**src/core/utopia_l2_map.vh**
```
// constants for the utopia level 2 phy-side cell port
// Functional notes
// - address 00h selects first line port
// - direct tx avail high while port accepts
// - tx enable plus start marker begins cell
// - tx avail drops without room for cell
// - direct rx avail high with full cell
// - first byte and marker after rx enable
// - rx start marker only on first byte
// - rx avail drops without full cell
// - tx polled avail answers next clock; the input synchronisers make it the third clock from the pins
// - polls answered during ongoing transfer
// - rx polled avail answers next clock; the input synchronisers make it the third clock from the pins
// - deselected port three-states its outputs
// - no next cell means no marker
// - enable dropped means outputs off next clock; the input synchronisers make it the third clock from the pins
// - resumed cell continues at the next unsent byte
// - in-band address mark input ignored
// - packet abort input ignored in cell mode
// - active-low reset clears all logic async except the cell store contents
`ifndef UTOPIA_L2_MAP_VH
`define UTOPIA_L2_MAP_VH
`define NUM_PORTS     4
`define PORT_BITS     2
`define ADDR_BITS     5
`define CELL_BYTES    53
`define BYTE_CNT_BITS 6
`define LAST_BYTE     6'h34
`define FIRST_PORT    5'h00
`endif

```
**src/core/cell_buffer.v**
```verilog
// one-cell store for a single port, tx or rx side
`timescale 1ns/100ps
`default_nettype none
`include "utopia_l2_map.vh"
module cell_buffer (
  // clock and reset
  input  wire       clk_sys_i,
  input  wire       rst_n_i,
  // write side
  input  wire       wr_i,
  input  wire [5:0] wr_idx_i,
  input  wire [7:0] wr_data_i,
  input  wire       wr_done_i,
  // read side
  input  wire [5:0] rd_idx_i,
  input  wire       rd_done_i,
  output wire [7:0] rd_data_o,
  output reg        full_o
);
  reg [7:0] mem [0:`CELL_BYTES-1];

  assign rd_data_o = mem[rd_idx_i];

  always @(posedge clk_sys_i) begin
    if (wr_i)
      mem[wr_idx_i] <= wr_data_i;
  end

  // a finished write wins over a same-cycle drain so no cell is lost
  always @(posedge clk_sys_i or negedge rst_n_i) begin
    if (!rst_n_i)
      full_o <= 1'b0;
    else if (wr_done_i)
      full_o <= 1'b1;
    else if (rd_done_i)
      full_o <= 1'b0;
  end
endmodule
`default_nettype wire

```
**src/core/utopia_l2_phy_cell_port.v**
```verilog
// phy-side utopia level 2 cell port for four line ports
`timescale 1ns/100ps
`default_nettype none
`include "utopia_l2_map.vh"
module utopia_l2_phy_cell_port (
  // clock and reset
  input  wire        clk_sys_i,
  input  wire        rst_n_i,
  // transmit cell bus from controller
  input  wire [4:0]  tx_port_select_i,
  input  wire        tx_enable_n_i,
  input  wire        tx_start_of_cell_i,
  input  wire [7:0]  tx_data_i,
  input  wire        tx_inband_addr_mark_i,
  input  wire        tx_packet_abort_i,
  input  wire        tx_end_of_packet_i,
  output reg  [3:0]  tx_port_cell_avail_o,
  output reg         tx_polled_avail_o,
  // receive cell bus to controller
  input  wire [4:0]  rx_port_select_i,
  input  wire        rx_enable_n_i,
  output reg  [7:0]  rx_cell_bus_alt_o,
  output reg         rx_start_of_cell_o,
  output wire        rx_out_en_n_o,
  output reg  [3:0]  rx_port_cell_avail_o,
  output reg         rx_polled_avail_o,
  // line side: cells out of the tx stores
  input  wire [3:0]  line_tx_take_i,
  output wire [3:0]  line_tx_full_o,
  // line side: cells into the rx stores
  input  wire [3:0]  line_rx_wr_i,
  input  wire [5:0]  line_rx_idx_i,
  input  wire [7:0]  line_rx_data_i,
  input  wire [3:0]  line_rx_done_i,
  output wire [3:0]  line_rx_full_o,
  // line side: read port of tx stores
  input  wire [5:0]  line_tx_idx_i,
  output wire [31:0] line_tx_data_o
);
  // inputs come from the controller's clock domain: two flops each
  reg [4:0] tx_port_select_s1, tx_port_select;
  reg       ten_s1, ten_n;
  reg       tsoc_s1, tsoc;
  reg [7:0] tdat_s1, tdat;
  reg [4:0] rx_port_select_s1, rx_port_select;
  reg       ren_s1, ren_n;

  always @(posedge clk_sys_i or negedge rst_n_i) begin
    if (!rst_n_i) begin
      tx_port_select_s1 <= 5'h00;
      tx_port_select    <= 5'h00;
      ten_s1  <= 1'b1;
      ten_n   <= 1'b1;
      tsoc_s1 <= 1'b0;
      tsoc    <= 1'b0;
      tdat_s1 <= 8'h00;
      tdat    <= 8'h00;
      rx_port_select_s1 <= 5'h00;
      rx_port_select    <= 5'h00;
      ren_s1  <= 1'b1;
      ren_n   <= 1'b1;
    end else begin
      tx_port_select_s1 <= tx_port_select_i;
      tx_port_select    <= tx_port_select_s1;
      ten_s1  <= tx_enable_n_i;
      ten_n   <= ten_s1;
      tsoc_s1 <= tx_start_of_cell_i;
      tsoc    <= tsoc_s1;
      tdat_s1 <= tx_data_i;
      tdat    <= tdat_s1;
      rx_port_select_s1 <= rx_port_select_i;
      rx_port_select    <= rx_port_select_s1;
      ren_s1  <= rx_enable_n_i;
      ren_n   <= ren_s1;
    end
  end

  // in-band address mark, packet abort and end of packet have no use in cell mode
  wire unused_in = tx_inband_addr_mark_i ^ tx_packet_abort_i ^ tx_end_of_packet_i;

  // address 00h is the first port; addresses past the ports match nothing
  function [4:0] port_hit;
    input [4:0] adr;
    reg   [4:0] off;
    begin
      off      = adr - `FIRST_PORT;
      port_hit = 5'h00;
      if (off < `NUM_PORTS)
        port_hit = {1'b1, 2'h0, off[1:0]};
    end
  endfunction

  // one-hot mask of a port; used for busy masks and store drains
  function [3:0] one_hot;
    input [1:0] p;
    begin
      one_hot = 4'h1 << p;
    end
  endfunction

  // last byte of a cell, counted from the byte that carried the marker
  function cell_end;
    input [5:0] cnt;
    begin
      cell_end = (cnt == `LAST_BYTE);
    end
  endfunction

  wire [4:0] t_hit = port_hit(tx_port_select);
  wire [4:0] r_hit = port_hit(rx_port_select);

  // ---------------- transmit side ----------------
  localparam TX_IDLE = 1'b0;
  localparam TX_CELL = 1'b1;

  reg        tx_state;
  reg        next_tx_state;
  reg [1:0]  tx_sel;
  reg [1:0]  tx_port;
  reg        tx_sel_ok;
  reg [5:0]  tx_cnt;
  wire [3:0] tx_full;
  wire       tx_act = (tx_state == TX_CELL);

  wire tx_first = !ten_n && tsoc && tx_sel_ok && !tx_full[tx_sel];
  wire tx_more  = !ten_n && tx_act && !tsoc;
  wire tx_wr    = tx_first || tx_more;
  wire [5:0] tx_idx = tx_first ? 6'h00 : tx_cnt;
  wire tx_last  = tx_more && cell_end(tx_cnt);

  // a marker mid-cell restarts the cell; the store is marked full only at the end
  always @* begin
    next_tx_state = tx_state;
    case (tx_state)
      TX_IDLE:
        if (tx_first)
          next_tx_state = TX_CELL;
      TX_CELL:
        if (tx_last)
          next_tx_state = TX_IDLE;
      default:
        next_tx_state = TX_IDLE;
    endcase
  end

  always @(posedge clk_sys_i or negedge rst_n_i) begin
    if (!rst_n_i) begin
      tx_state  <= TX_IDLE;
      tx_sel    <= 2'h0;
      tx_sel_ok <= 1'b0;
      tx_port   <= 2'h0;
      tx_cnt    <= 6'h00;
    end else begin
      tx_state <= next_tx_state;
      // address is latched while enable is high; taken on the falling enable
      if (ten_n) begin
        tx_sel    <= t_hit[1:0];
        tx_sel_ok <= t_hit[4];
      end
      if (tx_first) begin
        tx_port <= tx_sel;
        tx_cnt  <= 6'h01;
      end else if (tx_more) begin
        tx_cnt <= tx_cnt + 6'h01;
      end
    end
  end

  // ---------------- receive side ----------------
  reg        rx_act;
  reg        rx_drv;
  reg [1:0]  rx_sel;
  reg        rx_sel_ok;
  reg [1:0]  rx_port;
  reg [5:0]  rx_cnt;
  reg [3:0]  rx_pend;
  wire [3:0] rx_full;
  wire [31:0] rx_rd_data;
  wire [1:0] rx_src = rx_act ? rx_port : rx_sel;
  wire [7:0] rx_byte = rx_rd_data[8*rx_src +: 8];

  // a cell may start only if the port holds it whole
  wire rx_can_start = rx_sel_ok && rx_full[rx_sel];
  wire rx_go        = !ren_n;

  // what the rx side does on the next edge
  localparam RX_OFF   = 2'h0;
  localparam RX_NEXT  = 2'h1;
  localparam RX_START = 2'h2;
  localparam RX_QUIET = 2'h3;

  reg [1:0] rx_step;

  // limitation: starting a cell on another port abandons a parked one,
  // which is then sent again from its first byte when that port is picked
  always @* begin
    rx_step = RX_QUIET;
    if (!rx_go)
      rx_step = RX_OFF;
    else if (rx_act && rx_port == rx_sel)
      rx_step = RX_NEXT;
    else if (rx_can_start)
      rx_step = RX_START;
  end

  // only a byte really sent from the owning port may close its cell
  wire       rx_end   = (rx_step == RX_NEXT) && cell_end(rx_cnt);
  wire [3:0] rx_drain = rx_end ? one_hot(rx_port) : 4'h0;

  always @(posedge clk_sys_i or negedge rst_n_i) begin
    if (!rst_n_i) begin
      rx_act             <= 1'b0;
      rx_drv             <= 1'b0;
      rx_sel             <= 2'h0;
      rx_sel_ok          <= 1'b0;
      rx_port            <= 2'h0;
      rx_cnt             <= 6'h00;
      rx_pend            <= 4'h0;
      rx_cell_bus_alt_o  <= 8'h00;
      rx_start_of_cell_o <= 1'b0;
    end else begin
      if (ren_n) begin
        rx_sel    <= r_hit[1:0];
        rx_sel_ok <= r_hit[4];
      end
      rx_start_of_cell_o <= 1'b0;
      case (rx_step)
        RX_OFF: begin
          // enable dropped: float next clock even mid-cell
          rx_drv <= 1'b0;
        end
        RX_NEXT: begin
          // continuing, or resuming after deselect at the next byte
          rx_drv            <= 1'b1;
          rx_cell_bus_alt_o <= rx_byte;
          rx_cnt            <= rx_cnt + 6'h01;
          if (rx_end)
            rx_act <= 1'b0;
        end
        RX_START: begin
          // first byte with marker, marker gone on the next clock
          rx_act             <= 1'b1;
          rx_drv             <= 1'b1;
          rx_port            <= rx_sel;
          rx_cnt             <= 6'h01;
          rx_cell_bus_alt_o  <= rx_byte;
          rx_start_of_cell_o <= 1'b1;
        end
        default: begin
          // held enable with nothing to send: stay quiet, no marker
          rx_drv <= 1'b0;
        end
      endcase
      rx_pend <= rx_drain;
    end
  end

  // outputs float while nothing is sent; low enable means the pins are driven
  assign rx_out_en_n_o = ~rx_drv;

  // ---------------- availability flags ----------------
  // the port in transfer is never offered for a second cell: one store each
  reg [3:0] tx_room;
  reg [3:0] rx_ready;

  always @* begin
    tx_room  = ~tx_full;
    rx_ready = rx_full & ~rx_pend;
    if (tx_act)
      tx_room = tx_room & ~one_hot(tx_port);
    if (rx_act)
      rx_ready = rx_ready & ~one_hot(rx_port);
  end

  // avail follows store state, with the port in transfer masked off
  always @(posedge clk_sys_i or negedge rst_n_i) begin
    if (!rst_n_i) begin
      tx_port_cell_avail_o <= 4'h0;
      rx_port_cell_avail_o <= 4'h0;
      tx_polled_avail_o    <= 1'b0;
      rx_polled_avail_o    <= 1'b0;
    end else begin
      tx_port_cell_avail_o <= tx_room;
      rx_port_cell_avail_o <= rx_ready;
      tx_polled_avail_o    <= t_hit[4] && tx_room[t_hit[1:0]];
      rx_polled_avail_o    <= r_hit[4] && rx_ready[r_hit[1:0]];
    end
  end

  // ---------------- one-cell stores per port ----------------
  genvar g;
  generate
    for (g = 0; g < `NUM_PORTS; g = g + 1) begin : port
      cell_buffer u_tx (
        .clk_sys_i (clk_sys_i),
        .rst_n_i   (rst_n_i),
        .wr_i      (tx_wr && ((tx_first ? tx_sel : tx_port) == g)),
        .wr_idx_i  (tx_idx),
        .wr_data_i (tdat),
        .wr_done_i (tx_last && tx_port == g),
        .rd_idx_i  (line_tx_idx_i),
        .rd_done_i (line_tx_take_i[g]),
        .rd_data_o (line_tx_data_o[8*g +: 8]),
        .full_o    (tx_full[g])
      );
      cell_buffer u_rx (
        .clk_sys_i (clk_sys_i),
        .rst_n_i   (rst_n_i),
        .wr_i      (line_rx_wr_i[g]),
        .wr_idx_i  (line_rx_idx_i),
        .wr_data_i (line_rx_data_i),
        .wr_done_i (line_rx_done_i[g]),
        .rd_idx_i  (rx_act && rx_port == g ? rx_cnt : 6'h00),
        .rd_done_i (rx_drain[g]),
        .rd_data_o (rx_rd_data[8*g +: 8]),
        .full_o    (rx_full[g])
      );
    end
  endgenerate

  assign line_tx_full_o = tx_full;
  assign line_rx_full_o = rx_full;
endmodule
`default_nettype wire

```
**config.mk**
```make
export PLATFORM = sky130hd
export DESIGN_NAME = utopia_l2_phy_cell_port
export DESIGN_NICKNAME = d
export VERILOG_FILES = /design/src/core/cell_buffer.v /design/src/core/utopia_l2_phy_cell_port.v
export VERILOG_INCLUDE_DIRS = /design/src /design/src/core
export SDC_FILE = /design/constraint.sdc
export NUM_CORES = 2
export LEC_CHECK = 0
export ABC_AREA = 0
export BUFFER_PORTS_ARGS = -buffer_cell sky130_fd_sc_hd__buf_2
export CAP_MARGIN = 10
export CORE_ASPECT_RATIO = 1.25
export CORE_MARGIN = 4
export CORE_UTILIZATION = 53
export CTS_BUF_LIST = sky130_fd_sc_hd__clkbuf_8
export DETAILED_ROUTE_END_ITERATION = 10
export PLACE_DENSITY = 0.69
export SYNTH_ARGS = -nofsm -noshare
export SYNTH_HDL_FRONTEND = slang
export SYNTH_SLANG_ARGS = --single-unit
```
**constraint.sdc**
```tcl
create_clock -name clk_sys_i -period 4.69 [get_ports clk_sys_i]
set_clock_uncertainty 0.1 [all_clocks]
set_input_delay 0.938 -clock clk_sys_i [delete_from_list [all_inputs] [get_ports clk_sys_i]]
set_output_delay 0.938 -clock clk_sys_i [all_outputs]
set_load 0.1 [all_outputs]
```
; Word level (Yosys, flattened, before mapping)
; Memory sizes are Yosys's and may differ from the RTL's.
; Cells that the tools add are included.
[totals]
reg_bits = 98
mem_bits_rw = 3392
output_inout_bits = 60
n_memories = 8
elab_cells = 188
[mem_list]
columns = name, words, width, rd, rd_ports_with_merged_regs, wr, line_no
row1 = port[0].u_rx.mem, 53, 8, 1, 0, 1, cell_buffer.v:20  ; reg [7:0] mem [0:`CELL_BYTES-1];
row2 = port[0].u_tx.mem, 53, 8, 1, 0, 1, cell_buffer.v:20
row3 = port[1].u_rx.mem, 53, 8, 1, 0, 1, cell_buffer.v:20
row4 = port[1].u_tx.mem, 53, 8, 1, 0, 1, cell_buffer.v:20
row5 = port[2].u_rx.mem, 53, 8, 1, 0, 1, cell_buffer.v:20
row6 = port[2].u_tx.mem, 53, 8, 1, 0, 1, cell_buffer.v:20
row7 = 2 more memories, n/a, n/a, n/a, n/a, n/a, n/a
[classes]
mux = 65
eq_ne = 15
magnitude_cmp = 6
bitwise_logic = 9
reduce_logical = 42
shift = 3
n_addsub = 2
[ops]
columns = op, count
row1 = $mux 1, 42
row2 = $mux 6, 7
row3 = $eq 32x1->1 const B, 1
row4 = $eq 32x2->1 const B, 1
row5 = $logic_not 32->1, 1
row6 = $shiftx 32x6->8, 1
row7 = $logic_and 1x1->1, 23
row8 = $reduce_bool 2->1, 10
row9 = $not 4->4, 4
row10 = $add 6x1->6 const B, 2
row11 = $and 4x4->4, 3
row12 = $eq 2x2->1 const B, 6
row13 = $eq 6x6->1 const B, 2
row14 = $lt 2x3->1 const B, 4
row15 = $mux 4, 3
row16 = $pmux 6 s2, 1
row17 = $lt 5x3->1 const B, 2
row18 = $mux 5, 2
row19 = $bmux 1 s2, 4
row20 = $mux 2, 4
row21 = $shl 1x2->4 const A, 2
row22 = $eq 2x1->1 const B, 3
row23 = $logic_not 2->1, 2
row24 = $pmux 1 s2, 2
row25 = other kinds (7), 10

; Depth between registers and ports, before layout
[depth]
word_depth = 11
mapped_depth = 13

; Hierarchy
; A second synthesis with hierarchy kept.
[hier_totals]
hier_cells = 6365
area_unflattened_um2 = 136344.5
[by_module_without_submodules]
columns = module, cells_per_inst, n_inst, area_per_inst_um2
row1 = cell_buffer, 761, 8, 16574.6
row2 = utopia_l2_phy_cell_port, 277, 1, 3747.3

; Worst setup path after synthesis
; Ideal clock, no wire load.
[synth_timing]
path_type = input to output
startpoint = in line_tx_idx_i[0]
endpoint = out line_tx_data_o[0]
t_arrival_ps = 3478
required_ps = 3652
path_buffers = 2
cell_stages = 5
slack_ps = 174
path_cell_list = clkbuf_1 -> clkbuf_1 -> mux4_2 -> mux4_2 -> mux4_2
[synth_via]
elab_chain_cells = 1
[synth_lines]
columns = element, line_no
row1 = from (decl), utopia_l2_phy_cell_port.v:37  ; input wire [5:0] line_tx_idx_i,
row2 = $mem_v2 53x8, n/a
row3 = to (decl), utopia_l2_phy_cell_port.v:38  ; output wire [31:0] line_tx_data_o
; No other way between the ends.

; Final worst setup path
[layout_timing]
startpoint = in line_tx_idx_i[0]
endpoint = out line_tx_data_o[14]
; The elaborated chain is that of the path after synthesis.

==> summary.md <==
| Metric | Value |
|---|---|
| Status | `finished clean` |
| Starting Density | `roughly 53%` |
| Largest net degree at the start of global routing | `213` |
| CP top delay family | `multiplexers` |
| Prevailing post-synth register cell | `edfxtp_1` |
| Worst Path Buf+Inv | `4` |
| Sequential share of the synthesized area | `75.57%` |
| FILL cells | `18.58k` |
| Post-route DRC violation count | `0` |
| CTS sink cnt | `about 3.5k` |
| Syn. warnings | `0` |
| Setup violators final | `0` |
| ANT nets after route | `0` |
| Post-synthesis cell type count | `just under 90` |
| Hold path endpoint | `rx_port_select[2]` |
| CTS tree | `done` |
| Vias in the first global route | `around 78k` |
| Max_cap viols | `0` |
| Slowest cell on the critical path | `mux4_2` |
| Final wirelength | `~370 mm` |
| Total CTS buffers | `roughly 540` |
| Pwr Density | `~440 nW/um2` |
| Wire per inst | `about 30 um` |
| Cell Area, Synth | `138000 um2` |
| Worst hold stages | `0` |
| Core box area | `259100 um2` |
| Crit Reg-Reg Endpoint | `rx_cell_bus_alt_o[0]` |
| CP max FO | `18` |
| Longest Clk Path Bufs | `4` |
| Number of enable flip-flop cells after synthesis | `3392` |
| First-pass GRT wire length | `538.0 mm` |
| Tmin final | `between 4000 and 5000 ps` |
| Proportion of layout cells with a drive suffix above 1 | `23.30%` |
| Vias per cell | `6.224` |
| R2r startpoint | `rx_cnt[2]` |
| Synth Register Bits | `~3.5k` |
| Tcrit/Tclk final | `between 90% and 100%` |
| Area Overhead vs Synth | `13.12%` |
| Sequential cell area | `104400 um2` |
| IO Port Bufs | `114` |
| Root Buffer | `clkbuf_8` |
| CP Launch Type | `input port` |
| Gp weighted congestion | `0.9367` |
| Final #Nets | `about 8.6k` |
| Hold Path Origin | `rx_port_select_s1[2]` |
| PnR worst setup slack | `slightly below 90 ps` |
| Mapped Nets | `7840` |
| Cell Chain, Critical Path | `buf_8 -> buf_12 -> buf_12 -> mux4_2 -> mux4_2 -> mux4_2 -> buf_2` |
| VDD IR-drop max | `607.5 uV` |
| Synth top area share | `73.79%` |
| WP data required | `3650 ps` |
| H-tree depth | `6` |
| CP peak stage delay | `590 ps` |
| Setup TNS | `0 ps` |
| CP Capture Type | `primary output` |
| Top cells by area, synth | `edfxtp_1, mux4_2, nand2_1` |
| Async set-reset flop share out of synthesis | `approximately 2.8%` |
| Starting DRT DRC Count | `9677` |
| Placement-stage worst setup slack | `50.57 ps` |
| Die area | `~270000 um2` |
| GRT Overall Usage | `about 27%` |
| Postcts setup bufs | `0` |
| Cell row count | `209` |
| Drt first pass iters | `8` |
| Final Max Tran Viols | `0` |
| Cell taking the most area after synthesis | `edfxtp_1` |
| Commonest non-fill, non-tap cell in the layout | `edfxtp_1` |
| Skew-Pair Late Insertion Delay | `1000 ps` |
| Die Y | `578.6 um` |
| Hold Crit Class | `flop to flop` |
| Path depth of the worst reg2reg path | `9` |
| Cell mode on critical path | `mux4_2` |
| Unrepaired setup endpoints after global routing | `false` |
| Multi-input logic area | `31390 um2` |
| Worst-Margin Slew | `roughly 1300 ps` |
| Die width | `464.5 um` |
| Mapped Cells | `approximately 7.8k` |
| Commonest non-fill, non-tap cells in the layout | `edfxtp_1, nand2_1, mux4_2` |
| CP Class | `input port to primary output` |
| Avg Cell Area, Syn | `about 18 um2` |
| Slew HR | `14.41%` |
| Finished Core Util | `60.25%` |
| Grt total ovfl | `0` |
| R2R Setup Slk | `460 ps` |
| Boundary Pins | `118` |
| DP HPWL | `~240 mm` |
| P_leak | `slightly above 50 nW` |
| Via count | `77.31k` |
| Critical Path AT | `3570 ps` |
| Final hold vios | `0` |
| Initial antenna violation count | `34` |
| Hold Slack | `~250 ps` |
| Worst-path clk slew | `50 ps` |
| Highest Clock Rate | `217.2 MHz` |
worst register-to-register path, stage by stage (launching register included):
cell      delay, ps
dfrtp_4         900
and4b_4         940
mux2_2          440
o21ai_0         150
a31oi_1          60
nor4_1          420
o31ai_1         220
a221oi_1        570
buf_4           240
o32ai_1          70
state kept, by name (all words and copies together) (netlist names), 5 cells and up:
signal	count
tx_port_select	5
tdat	8
port.u_rx.mem	1696
rx_port_select	5
tx_port_select_s1	5
tdat_s1	8
rx_port_select_s1	5
rx_cell_bus_alt_o	8
port.u_tx.mem	1696
rx_cnt	6
tx_cnt	6
layer usage:
layer  GRT usage, %  part of all wire (%)  vias to the layer above  wire [um]
met5              0                 0.027                        -        100
met4          16.66                   6.7                       16      24710
met3          5.160                   8.5                     1077      31340
met2          45.46                    50                     4428     185600
met1          33.12                    35                    39283     127400
li1               -                     -                    32504          -
through the flow:
| step | cell area (um2) | power (mW) | std cells |
|---|---|---|---|
| final | 156100 | 68.20 | 12421 |
| after global routing | 156100 | 70.48 | 12395 |
| after CTS | 156000 | 68.37 | 12382 |
| after detailed placement | 145900 | 44.98 | 11417 |
| after global placement | 145900 | 44.81 | 11417 |
| after floorplan | 138000 | 41.31 | 7778 |
cell usage after synthesis (all sizes together), types with 94 or more instances:
library cell and number:
dfrtp 94, nor2 490, buf 277, nand3 206, mux4 586, a21oi 233
nand2 721, mux2i 188, and2 238, o21ai 196, edfxtp 3392, clkbuf 229
kinds of logic after synthesis:
| group | count (synthesis) | synth area share, % |
|---|---|---|
| and+or+nand+nor | 1936 | 6.499 |
| buffers and inverters | 531 | 1.786 |
| AOI/OAI and AO/OA | 962 | 4.537 |
| xor gates and xnor gates | 10 | 0.06345 |
| muxes | 845 | 11.50 |
| DFF | 3490 | 75.57 |
| adders and majority gates | 4 | 0.03626 |
area by class of cell:
cell class                      count  area share (%)
Antenna cell                       37         0.05930
Clock buffer                      566           4.989
Clock inverter                    369           1.310
Inverter                           25         0.06331
Multi-Input combinational cell   3757           20.10
Sequential cell                  3490           66.84
Tap cell                         3481           2.790
Timing Repair Buffer              696           3.847
worst max-delay path by stage:
stage	from	endpoint	cells past startpoint
5_1_grt	line_tx_idx_i[0]	line_tx_data_o[14]	7
4_1_cts	line_tx_idx_i[0]	line_tx_data_o[14]	7
2_1_floorplan	line_tx_idx_i[0]	line_tx_data_o[0]	5
6_report	line_tx_idx_i[0]	line_tx_data_o[14]	7
3_3_place_gp	line_tx_idx_i[0]	line_tx_data_o[14]	7
3_5_place_dp	line_tx_idx_i[0]	line_tx_data_o[14]	7
power by group:
part           internal (mW)  switching (mW)
clock                   12.0            11.6
sequential              34.5           0.500
combinational           3.06            6.52
total                   49.6            18.6
what timing repair did:
action	in CTS	in global routing
endpoints found under the setup margin	0	0
endpoints found under the hold margin	79	0
hold buffers	30	0
gates resized for setup	0	0
Note: power is estimated with default switching activity, not from simulation.
